## config.mk

```make
export PLATFORM = sky130hd
export DESIGN_NAME = prio_regs
export DESIGN_NICKNAME = d
export VERILOG_FILES = /design/src/include/prio_pkg.sv /design/src/rtl/prio_regs.sv /design/src/rtl/prio_field_decode.sv /design/src/rtl/prio_bus_slave.sv
export SDC_FILE = /design/constraint.sdc
export NUM_CORES = 1
export LEC_CHECK = 0
export ABC_AREA = 1
export ABC_CLOCK_PERIOD_IN_PS = 3700
export BUFFER_PORTS_ARGS = -buffer_cell sky130_fd_sc_hd__buf_2
export CAP_MARGIN = 10
export CORE_ASPECT_RATIO = 0.6
export CORE_MARGIN = 5
export CORE_UTILIZATION = 45
export CTS_BUF_LIST = sky130_fd_sc_hd__clkbuf_8
export CTS_CLUSTER_DIAMETER = 120
export DETAILED_ROUTE_END_ITERATION = 8
export GPL_TIMING_DRIVEN = 0
export PLACE_DENSITY = 0.84
export REMOVE_ABC_BUFFERS = 1
export SETUP_SLACK_MARGIN = 0.4
export SYNTH_ARGS = -nofsm -noshare
export SYNTH_HDL_FRONTEND = slang
export SYNTH_SLANG_ARGS = --single-unit
```

## constraint.sdc

```tcl
create_clock -name I_CLK -period 3.7 [get_ports I_CLK]
set_input_delay 0.74 -clock I_CLK [delete_from_list [all_inputs] [get_ports I_CLK]]
set_output_delay 0.74 -clock I_CLK [all_outputs]
set_load 0.005 [all_outputs]
```

## src/include/prio_pkg.sv

```systemverilog
// Package: register map, field layout and timing for the priority control word
package prio_pkg;

  // ----------------------------------------------------------------------
  // Bus geometry
  // ----------------------------------------------------------------------
  localparam int          ADDR_W       = 4;
  localparam int          DATA_W       = 32;
  localparam int          NUM_SRC      = 4;
  localparam int          LEVEL_W      = 3;
  localparam int          SUB_W        = 2;

  // ----------------------------------------------------------------------
  // Register offsets (byte addresses)
  // ----------------------------------------------------------------------
  localparam logic [3:0]  PRIO_CTRL_OFS = 4'h0;  // priority_control_word
  localparam logic [3:0]  PRIO_STAT_OFS = 4'h4;  // Decoded enable and top level

  // ----------------------------------------------------------------------
  // Field layout: each source owns one byte lane
  // ----------------------------------------------------------------------
  localparam int          LANE_W       = 8;
  localparam int          LEVEL_LSB    = 2;
  localparam int          SUB_LSB      = 0;
  localparam logic [31:0] IMPL_MASK    = 32'h1f1f1f1f;
  localparam logic [31:0] CTRL_RESET   = 32'h00000000;
  localparam logic [31:0] READ_UNMAPPED = 32'h00000000;

  // ----------------------------------------------------------------------
  // Level codes
  // ----------------------------------------------------------------------
  localparam logic [2:0]  LEVEL_OFF    = 3'h0;

  // ----------------------------------------------------------------------
  // Slave timing: waitrequest stands for this many cycles on each access
  // ----------------------------------------------------------------------
  localparam int          WAIT_CYCLES  = 1;

  // Slave handshake states
  typedef enum logic [1:0] {
    ST_IDLE = 2'b00,
    ST_WAIT = 2'b01,
    ST_DONE = 2'b10
  } bus_state_t;

endpackage : prio_pkg

```

## src/rtl/prio_regs.sv

```systemverilog
// Top: software-visible priority control word for four interrupt sources
//
// Function
// - A zero priority code disables its source regardless of flag or enable.
// - Nonzero priority codes select levels one through seven by binary value.
// - Each source has a two-bit sublevel, zero through three.
// - Bits outside the fields ignore writes and read zero.
// - Source three priority sits at bits 28 to 26.
// - Source three sublevel sits at bits 25 to 24.
// - Source two priority sits at bits 20 to 18.
// - Source two sublevel sits at bits 17 to 16.
// - Source one priority sits at bits 12 to 10.
//
// The register offsets and register access over Avalon-MM were decided locally.
`timescale 1ns/1ps
module prio_regs
  import prio_pkg::*;
(
  // Clock and reset
  input  wire logic                          I_CLK,
  input  wire logic                          I_RESET,
  // Avalon-MM slave
  input  wire logic [prio_pkg::ADDR_W-1:0]   i_address,
  input  wire logic                          i_read,
  input  wire logic                          i_write,
  input  wire logic [3:0]                    i_byteenable,
  input  wire logic [prio_pkg::DATA_W-1:0]   i_writedata,
  output logic      [prio_pkg::DATA_W-1:0]   o_readdata,
  output logic                               o_waitrequest,
  // Per-source priority outputs to the arbiter
  input  wire logic [prio_pkg::NUM_SRC-1:0]  i_src_req,
  output logic      [prio_pkg::NUM_SRC*3-1:0] o_level,
  output logic      [prio_pkg::NUM_SRC*2-1:0] o_sublevel,
  output logic      [prio_pkg::NUM_SRC-1:0]  o_src_active
);

  // ----------------------------------------------------------------------
  // Storage and wires
  // ----------------------------------------------------------------------
  logic [31:0]        ctrl_r;
  logic [31:0]        ctrl_nxt;
  logic [31:0]        rdata_r;
  logic [31:0]        rdata_nxt;
  logic [31:0]        be_mask;
  logic [31:0]        stat_word;
  logic               accept;
  logic               hit_ctrl;
  logic               hit_stat;
  logic               wr_ctrl;
  logic [NUM_SRC-1:0] enabled;
  logic [2:0]         lvl [NUM_SRC];
  logic [1:0]         sub [NUM_SRC];
  logic [2:0]         top_level;

  // Expand byte enables to a bit mask
  function automatic logic [31:0] lane_mask(input logic [3:0] be);
    logic [31:0] m;
    m = 32'h00000000;
    for (int b = 0; b < 4; b++) begin
      m[b*8 +: 8] = {8{be[b]}};
    end
    return m;
  endfunction : lane_mask

  // ----------------------------------------------------------------------
  // Bus handshake
  // ----------------------------------------------------------------------
  prio_bus_slave u_slave (
    .I_CLK         (I_CLK),
    .I_RESET       (I_RESET),
    .i_read        (i_read),
    .i_write       (i_write),
    .o_waitrequest (o_waitrequest),
    .o_accept      (accept)
  );

  // ----------------------------------------------------------------------
  // Address decode and write merge
  // ----------------------------------------------------------------------
  // Only implemented bits are taken; the rest stay zero
  assign hit_ctrl = (i_address == PRIO_CTRL_OFS);
  assign hit_stat = (i_address == PRIO_STAT_OFS);
  assign wr_ctrl  = accept & i_write & hit_ctrl;
  assign be_mask  = lane_mask(i_byteenable) & IMPL_MASK;
  assign ctrl_nxt = (ctrl_r & ~be_mask) | (i_writedata & be_mask);

  // Control word; reset leaves every source disabled
  always_ff @(posedge I_CLK) begin
    if (I_RESET)      ctrl_r <= CTRL_RESET;
    else if (wr_ctrl) ctrl_r <= ctrl_nxt;
  end

  // ----------------------------------------------------------------------
  // Per-lane decode
  // ----------------------------------------------------------------------
  for (genvar g = 0; g < NUM_SRC; g++) begin : g_src
    prio_field_decode u_dec (
      .i_lane     (ctrl_r[g*LANE_W +: LANE_W]),
      .o_level    (lvl[g]),
      .o_sublevel (sub[g]),
      .o_enabled  (enabled[g])
    );
    assign o_level[g*3 +: 3]    = lvl[g];
    assign o_sublevel[g*2 +: 2] = sub[g];
  end

  // A disabled source never reaches the arbiter
  assign o_src_active = i_src_req & enabled;

  // Highest level among enabled sources, shown in the status word
  always_comb begin
    top_level = LEVEL_OFF;
    for (int s = 0; s < NUM_SRC; s++) begin
      if (enabled[s] && (lvl[s] > top_level)) top_level = lvl[s];
    end
  end

  assign stat_word = {21'h000000, top_level, 4'h0, enabled};

  // ----------------------------------------------------------------------
  // Read data
  // ----------------------------------------------------------------------
  // Unmapped addresses read zero and writes there are dropped
  assign rdata_nxt = hit_ctrl ? (ctrl_r & IMPL_MASK) :
                     hit_stat ? stat_word : READ_UNMAPPED;

  // Registered read data, reloaded every cycle; the address stands from the
  // idle cycle on, so the copy taken then is the answer in the wait cycle
  always_ff @(posedge I_CLK) begin
    if (I_RESET) rdata_r <= READ_UNMAPPED;
    else         rdata_r <= rdata_nxt;
  end

  // Data output from a flip-flop; the wait cycle hides the extra stage
  assign o_readdata = rdata_r;
endmodule : prio_regs

```

## src/rtl/prio_field_decode.sv

```systemverilog
// Decoder: splits one byte lane into level, sublevel and enable
`timescale 1ns/1ps
module prio_field_decode
  import prio_pkg::*;
(
  // Lane contents
  input  wire logic [7:0]         i_lane,
  // Decoded fields
  output logic      [LEVEL_W-1:0] o_level,
  output logic      [SUB_W-1:0]   o_sublevel,
  output logic                    o_enabled
);

  // ----------------------------------------------------------------------
  // Field extraction
  // ----------------------------------------------------------------------
  // Level code equals its binary value, 1 through 7
  assign o_level    = i_lane[LEVEL_LSB +: LEVEL_W];
  assign o_sublevel = i_lane[SUB_LSB +: SUB_W];
  // A zero level masks the source outright
  assign o_enabled  = (o_level != LEVEL_OFF);

endmodule : prio_field_decode

```

## src/rtl/prio_bus_slave.sv

```systemverilog
// Avalon-MM slave handshake: holds waitrequest for a fixed number of cycles
`timescale 1ns/1ps
module prio_bus_slave
  import prio_pkg::*;
(
  // Clock and reset
  input  wire logic I_CLK,
  input  wire logic I_RESET,
  // Request side
  input  wire logic i_read,
  input  wire logic i_write,
  // Handshake
  output logic      o_waitrequest,
  output logic      o_accept
);

  bus_state_t state_r;
  bus_state_t state_nxt;
  logic       req;

  // ----------------------------------------------------------------------
  // Handshake sequencing
  // ----------------------------------------------------------------------
  // One wait cycle, then accept; DONE lets the master drop its request
  assign req = i_read | i_write;

  always_comb begin
    state_nxt = state_r;
    unique case (state_r)
      ST_IDLE: if (req) state_nxt = ST_WAIT;
      ST_WAIT: state_nxt = ST_DONE;
      ST_DONE: state_nxt = ST_IDLE;
      default: state_nxt = ST_IDLE;
    endcase
  end

  always_ff @(posedge I_CLK) begin
    if (I_RESET) state_r <= ST_IDLE;
    else         state_r <= state_nxt;
  end

  // Accept in WAIT: the master sees waitrequest low at that edge
  assign o_accept      = (state_r == ST_WAIT) & req;
  assign o_waitrequest = ~o_accept;

endmodule : prio_bus_slave

```

==> results of run 1 <==
final cells by class:
cell class                      count  area share, %
Clock buffer                        8          4.407
Multi-Input combinational cell    158          36.20
Sequential cell                    42          33.80
Tap cell                           60          3.005
Timing Repair Buffer               83          16.93
Inverter                           37          5.658
path summary, 6_finish.rpt:
path / slack, ns / from / end / cells after the start
max: 0.58 / register / o_readdata[8] / 22
max reg2reg: 0.58 / register / o_readdata[8] / 22
min: 0.42 / u_slave.state_r[0] / u_slave.state_r[0] / 1
min reg2reg: 0.42 / u_slave.state_r[0] / u_slave.state_r[0] / 1
routing by layer:
metal  routed length [um]  part of all wire (%)  global-route usage [%]  up-vias
met2                 2122                    45                   27.35       79
met3                  497                    10                   5.660        2
li1                     -                     -                       -      924
met5                    0                     0                       0        -
met4                   10                  0.21                   4.733        0
met1                 2106                    44                   21.43      772
cells by family after synthesis:
kind of cell	Yosys count	synth area share [%]
buffers and inverters	52	13.21
adder cells (fa/ha/maj)	9	5.945
other	1	0.1980
AND/OR/NAND/NOR	89	23.45
flip-flops	42	44.39
AO/OA/AOI/OAI	48	12.81
critical path: stages, from the launching register on:
cell and delay (ns):
dfxtp_2 0.34, inv_2 0.05, ha_1 0.30, nand3_1 0.09, nand2_1 0.08, inv_2 0.09
nand2_2 0.07, nand2_2 0.06, nand2_1 0.06, ha_1 0.31, a21oi_1 0.17, nand2_1 0.09
nand3_2 0.11, nand3_1 0.12, and2_1 0.16, ha_1 0.28, nand2_1 0.06, o21ai_2 0.12
nand3_2 0.14, o21ai_2 0.17, inv_1 0.05, nand2_1 0.06, nand2_1 0.04
timing repair:
action,in CTS,in global routing
gates resized for setup,2,21
hold buffers,0,0
pin swaps,1,3
setup buffers,2,1
setup endpoints to repair,3,3
per-stage QoR:
stage                     worst slack [ns]  power, mW  std cells  hold WS, ns
after global placement              0.4549     0.5170        377       0.4110
after floorplan                     0.6963     0.4907        237       0.3970
after CTS                           0.4074     0.8510        387       0.4291
after global routing                0.3794     0.8873        388       0.4542
final                               0.5759     0.8443        388       0.4245
after detailed placement            0.3226     0.5185        377       0.4184
power breakdown:
group	internal (mW)	total (mW)	switching [mW]
Clock	0.188	0.335	0.146
Combinational	0.0238	0.0534	0.0296
Sequential	0.454	0.456	0.00187
synthesized netlist by cell type, drive strengths merged:
cell type,number
o21ai,27
or2,1
nand2,33
nand3,17
nor3,3
buf,13
conb,1
clkinv,2
inv,35
o22ai,2
nor4,1
nand3b,1
a21oi,19
ha,9
clkbuf,2
and2,2
dfxtp,42
nor2,31
==> results.md, run 1 <==
* Synth unique cells at 24
* # port buffers at 80
* Unrepaired setup endpoints after global routing: no
* WL/cell at around 12 um
* Endpoint type of the worst setup path: register
* DR DRC count at 0
* DIE WIDTH at between 90 and 100 um
* Max-cap violation count at 0
* Root Buffer: clkbuf_8
* CP max FO at 5
* Row count at 18
* Syn Area/Cell at 7.860 sq um
* Clock slew seen by the registers of the worst setup and hold paths at 0.08 ns
* Worst VDD drop at about 0.00018 V
* Fmax at 320.1 MHz
* Leakage power at ~1.3 nW
* Dpl cell area at about 0.0023 sq mm
* GRT Util Overall at between 10% and 20%
* Synth warn at 0
* Via count at 1777
* Flops & latches, synth at 42
* Io pins at 105
* Die area at about 0.0056 sq mm
* RePlAce Congestion at 0.8165
* Most frequent cells in the layout: 80 x buf_2, 39 x dfxtp_1, 30 x inv_1, 28 x nor2_1, 25 x nand2_1
* Clk sinks at 42
* H-tree lvl count at 2
* Worst min-delay path class: reg2reg
* Tcrit/Tclk final at 84.44%
* CP startpoint kind: register
* CTS tree: done
* Final layout net count at 384
* Ant. Diodes at 0
* Fillers at 390
* Slew @ Worst Pin at 0.5931 ns
* Core area at 0.004076 sq mm
* Chip height at about 60 um
* Post-route ant nets at 0
* Sequential share of the synthesized area at ~44%
* CTS Buf Count at 5
* Post-Synthesis Cells at 241
* Commonest non-fill, non-tap cell in the layout: buf_2
* PwrDens at 337.9 mW/mm^2
* Initial antenna violation count at 0
* Cell Area, Synth at 0.001894 sq mm
* Crit Path Category: reg2reg
* Register Area at 844.6 sq um
* Share of the synthesized area in the top cell type at 44.39%
* Final instance area at 0.002499 sq mm
* Setup_tns at 0 ns
* Ranking of synthesized cells by area: dfxtp_1 44%, inv_1 6.7%, ha_1 5.9%, nand2_1 5.5%, nor2_1 5.5%
* Aggregate global routing overflow at 0
* DP HPWL at 3.628 mm
* Min cycle time layout at 3.124 ns
* First-pass GRT wire length at 7.265 mm
* DR vias/cell at 4.580
* Largest net degree at the start of global routing at 22
* Clk_lat worst skew at 0.29 ns
* DRT Pass-1 Iters at 4
* Initial drt markers at 61
* Final Max Slew Viols at 0
* Hold Fails Final Rpt at 0
* Slew HR at 60.42%
* Area of the multi-input gates at 904.6 sq um
* Synth-to-Final Area Change at 31.90%
* Final setup vio count at 0
* Via count of the first global-routing pass at ~1700
* Area leader, netlist: dfxtp_1
* Critical Path AT at 3.31 ns
* Routed wire length at 4.736 mm
* CP required at 3.89 ns
* Fraction of layout cells with a size suffix above 1 at 37.20%
* Starting density of the core at approximately 46%
* Status: completed
* Clock Skews at 0.004546 ns
* Core Util, Final at 61.30%
* Clock Tree Buf Depth at 2
Note: power is estimated with default switching activity, not from simulation.
==> run 2: changes to the inputs <==
ABC_AREA = 0   (was 1)
ABC_CLOCK_PERIOD_IN_PS = 3100   (was 3700)
PLACE_DENSITY = 0.83   (was 0.84)
clock period = 3.1 ns   (was 3.7 ns; I/O delays follow)
==> results.md, run 2 <==
* Post-Synthesis Cells at 227
* Fraction of layout cells with a size suffix above 1 at ~44%
* Slew HR at 41.78%
* Post-Synth Adder-Cell Area at roughly 5.8%
* Tot Pwr at 1.125 mW
* Final setup vio count at 3
* Clock slew seen by the registers of the worst setup and hold paths at 0.08 ns
* WL/cell at 14.55 um
* Core area at 0.004144 sq mm
* RePlAce Congestion at 0.8697
* Most frequent cells in the layout: 80 x buf_2, 36 x dfxtp_1, 28 x nand2_1, 23 x a21oi_1, 21 x nand3_1
* Mux contribution to synthesized area at 0%
* Cell Area, Synth at 0.001947 sq mm
* DP HPWL at 3.737 mm
* Core Util, Final at 68.00%
* First-pass GRT wire length at ~8.2 mm
* PwrDens at 399.2 mW/mm^2
* # port buffers at 80
* EDFF count, synth at 0
* Status: finished with violations
* Area leader, netlist: dfxtp_1
* Fillers at ~350
* Xor and xnor fraction of the mapped netlist area at 0%
* Max-cap violation count at 0
* DR DRC count at 0
* CP max stage delay at 0.35 ns
* Commonest non-fill, non-tap cell in the layout: buf_2
* Endpoint type of the worst setup path: register
* Worst Hold Endpoint: u_slave.state_r[0]
* Unrepaired setup endpoints after global routing: yes
* Share of the synthesized area in the top cell type at 43.19%
* Ant. Diodes at 0
* CP startpoint kind: register
* Initial antenna violation count at 0
* R2R depth at 19
* CP Buf/Inv Count at 3
* Clock Skews at 0.005616 ns
* Ranking of synthesized cells by area: dfxtp_1 43%, a21oi_1 6.7%, buf_4 5.8%, ha_1 5.8%, nand2_1 5.8%
* Leakage power at 1.313 nW
* Final Max Slew Viols at 0
* CP cell instances: inv_2, ha_4, nand3b_1, buf_4, nand2_4, nand3b_1, and2_4, ha_4, nor2b_4, o21a_1, o211ai_1, buf_4, a32o_2, ha_4, nand3b_1, a32oi_2, a21o_1, a21oi_1, a221o_1
* Final std cells w/o fill at approximately 380
* Via count of the first global-routing pass at 1721
* Io pins at 105
* Setup WS post-layout at -0.5917 ns
* Synth warn at 0
* Register Area at approximately 860 sq um
* Worst R2R Setup Slack at -0.59 ns
* Start point of the worst hold path: u_slave.state_r[0]
* CTS Buf Count at 5
* Failing checks: negative setup slack
* DRT Pass-1 Iters at 4
* Clk_lat worst skew at 0.30 ns
* Critical Path AT at between 3 and 4 ns
* Worst VDD drop at 0.0002394 V
* Worst min-delay path class: reg2reg
* Crit Path Category: reg2reg
* Min cycle time layout at 3.692 ns
* Clk sinks at 42
* Asr flop ratio synth at 0%
* Row count at 18
* Root Buffer: clkbuf_8
* Post-synth top cells: 42 x dfxtp_1, 30 x nand2_1, 26 x a21oi_1
* Syn Area/Cell at around 8.6 sq um
* Fmax at 270.9 MHz
* Starting density of the core at 46.98%
* GRT Util Overall at 18.65%
* Sequential share of the synthesized area at 43.19%
* Post-route ant nets at 0
* Slowest stage cell, crit path: dfxtp_2
* CP required at ~3.3 ns
* CP delay by family, top: compound AO/OA/AOI/OAI gates
* Via count at 1934
* DR vias/cell at 5.036
* DIE WIDTH at ~95 um
* Final layout net count at 380
* Compound-gate portion of the synthesized area at 17.10%
* Largest net degree at the start of global routing at 25
* Synth unique cells at 37
* Clock Tree Buf Depth at 2
* Hold Fails Final Rpt at 0
* Area of the multi-input gates at about 0.0012 sq mm
* R2R Path End: o_readdata[10]
* Aggregate global routing overflow at 0
* Simple-gate share of the synthesized area at 25.71%
* H-tree lvl count at 2
* Die area at between 0.005 and 0.006 sq mm
* Main synth FF type: dfxtp_1
* CP max FO at 5
* Placed cell count at 358
* Routed wire length at 5.589 mm
* Slew @ Worst Pin at between 0.8 and 0.9 ns
* WHS Path Cells at 1
* Chip height at 60.95 um
* CTS tree: done
* Synth-to-Final Area Change at 44.73%
* Most frequent cell after synthesis: dfxtp_1
* Tcrit/Tclk final at 119.1%
* Largest family of logic cells by synthesized area: simple AND/OR/NAND/NOR gates
* Initial drt markers at 129
* Flops & latches, synth at 42
[run 2: layout make-up]
type / count / area share [%]
clock buffers: 6 / 2.931
flip-flops and latches: 42 / 30.46
clock inverters: 2 / 2.131
well taps: 60 / 2.664
inverters: 6 / 0.7993
multi-input cells: 170 / 41.43
repair buffers: 98 / 19.58
[run 2: power breakdown]
part / total, mW / leakage (nW) / switching [mW] / internal [mW]
combinational: 0.0555 / 0.899 / 0.0299 / 0.0255
sequential: 0.540 / 0.343 / 0.00191 / 0.538
clock: 0.529 / 0.0714 / 0.186 / 0.343
total: 1.12 / 1.31 / 0.218 / 0.907
[run 2: layer usage]
layer | global-route usage [%] | vias to the layer above | part of all wire [%]
li1 | - | 958 | -
met5 | 0 | - | 0
met2 | 28.46 | 82 | 45
met4 | 5.749 | 0 | 1.3
met3 | 4.957 | 9 | 8.7
met1 | 26.02 | 885 | 45
[run 2: cells by family after synthesis]
group | count (synthesis)
DFF | 42
AOI/OAI and AO/OA | 51
buffers and inverters | 26
and+or+nand+nor | 98
adders and majority gates | 9
other | 1
[run 2: how the worst max path moves through the flow]
stage                  start              to  slack (ns)  cells after the start
floorplan           register   o_readdata[8]       -0.48                     17
detailed placement  register   o_readdata[8]       -0.89                     17
global route        register  o_readdata[10]       -0.77                     18
finish              register  o_readdata[10]       -0.59                     19
global placement    register   o_readdata[8]       -0.81                     17
CTS                 register  o_readdata[10]       -0.54                     17
[run 2: stage by stage]
step                      area (sq um)  setup TNS [ns]  setup WS, ns  hold slack, ns
after global routing              2818          -2.097       -0.7690          0.4539
after floorplan                   1854          -1.140       -0.4759          0.3890
final                             2818          -1.540       -0.5917          0.4295
after detailed placement          2330          -2.287       -0.8910          0.4170
after CTS                         2658          -1.373       -0.5357          0.4309
after global placement            2330          -2.027       -0.8140          0.4005
[run 2: what timing repair did]
item / 4_1_cts / 5_1_grt
setup buffers: 11 / 7
endpoints found under the hold margin: 0 / 0
gates resized for setup: 27 / 18
endpoints found under the setup margin: 3 / 3
pin swaps: 14 / 8
cloned: 0 / 0
hold buffers: 0 / 0
==> run 3: changes to the inputs <==
CORE_UTILIZATION = 46   (was 45)
CTS_CLUSTER_SIZE = 8   (was not set)
PLACE_DENSITY = 0.85   (was 0.83)
SKIP_CTS_REPAIR_TIMING = 1   (was not set)
==> results.md, run 3 (synthesis gave the netlist of run 2 again) <==
* Critical Path AT at 3.99 ns
* WL/cell at 14.05 um
* R2R depth at 17
* Clk_lat worst skew at 0.29 ns
* PwrDens at 383.5 mW/mm^2
* First-pass GRT wire length at 7.251 mm
* Largest net degree at the start of global routing at 25
* Fraction of layout cells with a size suffix above 1 at just under 40%
* Via count at 1885
* CP max FO at 5
* Final setup vio count at 3
* CP max stage delay at roughly 0.38 ns
* DR DRC count at 0
* Core area at 0.004099 sq mm
* Root Buffer: clkbuf_8
* Row count at 18
* Slew HR at 43.70%
* Final layout net count at 373
* GRT Util Overall at approximately 16%
* Clock Skews at approximately 0.0049 ns
* DR vias/cell at about 5
* Most frequent cells in the layout: 80 x buf_2, 36 x dfxtp_1, 29 x nand2_1, 24 x a21oi_1, 21 x nand3_1
* Endpoint type of the worst setup path: register
* Worst min-delay path class: reg2reg
* # port buffers at 80
* Ant. Diodes at 0
* Part of the power in combinational logic at 5.3%
* CTS Buf Count at 5
* Initial antenna violation count at 0
* CTS tree: done
* Switching Fraction at 20.84%
* Leakage power at 1.216 nW
* Chip height at 60.39 um
* Sw power at 0.2101 mW
* Initial drt markers at 80
* Status: finished with violations
* Aggregate global routing overflow at 0
* Crit Path Category: reg2reg
* Slew @ Worst Pin at 0.8439 ns
* Commonest non-fill, non-tap cell in the layout: buf_2
* Fillers at 359
* Start point of the worst hold path: u_slave.state_r[0]
* Internal at around 0.8 mW
* Worst VDD drop at 0.0001912 V
* DRT Pass-1 Iters at 4
* Clock slew seen by the registers of the worst setup and hold paths at 0.07 ns
* Final hold slack at 0.4335 ns
* CP cell instances: inv_4, ha_4, nand3b_1, and2_4, o31ai_4, and2_1, ha_1, nor2b_1, o21a_1, o21a_2, a32o_2, ha_4, nand3b_1, a32oi_2, nand2_1, a41oi_1, a21bo_1
* Slowest stage cell, crit path: dfxtp_4
* Min cycle time layout at between 3 and 4 ns
* Final Max Slew Viols at 0
* DIE WIDTH at 93.99 um
* Via count of the first global-routing pass at 1593
* H-tree lvl count at 2
* CP required at 3.28 ns
* Placed cell count at 358
* Io pins at 105
* Synth-to-Final Area Change at 35.03%
* Tcrit/Tclk final at 122.7%
* Hold Fails Final Rpt at 0
* CP startpoint kind: register
* Setup_tns at -1.765 ns
* Clk sinks at 42
* RePlAce Congestion at ~0.86
* Clock network fraction of total power at slightly above 40%
* Max-cap violation count at 0
* Post-route ant nets at 0
* Clock Tree Buf Depth at 2
* Setup WS post-layout at -0.7024 ns
* Flop pwr share at 53.6%
* Failing checks: negative setup slack
* Die area at approximately 0.0057 sq mm
* DP HPWL at 3.724 mm
* Fmax at 263.0 MHz
* Final std cells w/o fill at 377
* Unrepaired setup endpoints after global routing: yes
* Routed wire length at about 5.3 mm
* WHS Path Cells at 1
* Starting density of the core at a little under half
==> run 3: cell count changes in the layout (fill, tap and decap cells not counted), moves of 2 or more <==
cell,change
inv_2,-2
buf_4,-5
ha_1,+4
ha_4,-3
inv_1,+3
==> run 3: worst paths after layout <==
check,end,slack [ns]
setup / recovery,o_readdata[8],-0.70
hold / removal,u_slave.state_r[0],0.43
setup reg to reg,o_readdata[8],-0.70
hold reg to reg,u_slave.state_r[0],0.43
==> run 3: routing by layer <==
layer  vias to the layer above  global-route usage [%]  wire length [um]
li1                        943                       -                 -
met1                       843                   23.39              2420
met2                        90                   24.62              2334
met3                         9                   4.337               491
met4                         0                   5.350                51
met5                         -                       0                 0
==> run 3: cell type report <==
cell class / instances / area (sq um) / share of cell area, %
clock inverter: 3 / 37.54 / 1.428
tap: 60 / 75.07 / 2.856
inverter: 6 / 25.02 / 0.9519
clock buffer: 5 / 68.82 / 2.618
multi-input combinational: 170 / 1084 / 41.22
sequential: 42 / 855.8 / 32.56
timing repair buffer: 91 / 483.0 / 18.37
==> run 3: critical path, delay by kind of cell (launching register included) <==
family	cells	cell delay, ns
simple gates	6	0.84
buf+inv	1	0.04
flops	1	0.38
compound gates	7	1.64
fa+ha+maj	3	0.79
==> run 3: metrics by stage <==
step	utilization [%]	worst slack, ns	instance area (sq um)	power [mW]
3_3_place_gp	56.84	-0.8336	2330	0.6046
3_5_place_dp	56.84	-0.9435	2330	0.6058
2_1_floorplan	-	-0.4759	1854	0.5708
5_1_grt	64.13	-0.8281	2629	1.050
4_1_cts	59.43	-0.9547	2436	1.014
6_report	64.13	-0.7024	2629	1.008
==> run 3: power by group through the flow <==
| stage | clock network (mW) | registers (mW) | logic, mW |
|---|---|---|---|
| after global routing | 0.450 | 0.541 | 0.0594 |
| after global placement | 0 | 0.556 | 0.0486 |
| final | 0.414 | 0.541 | 0.0537 |
| after CTS | 0.420 | 0.543 | 0.0501 |
| after detailed placement | 0 | 0.556 | 0.0498 |
| after floorplan | 0 | 0.556 | 0.0152 |
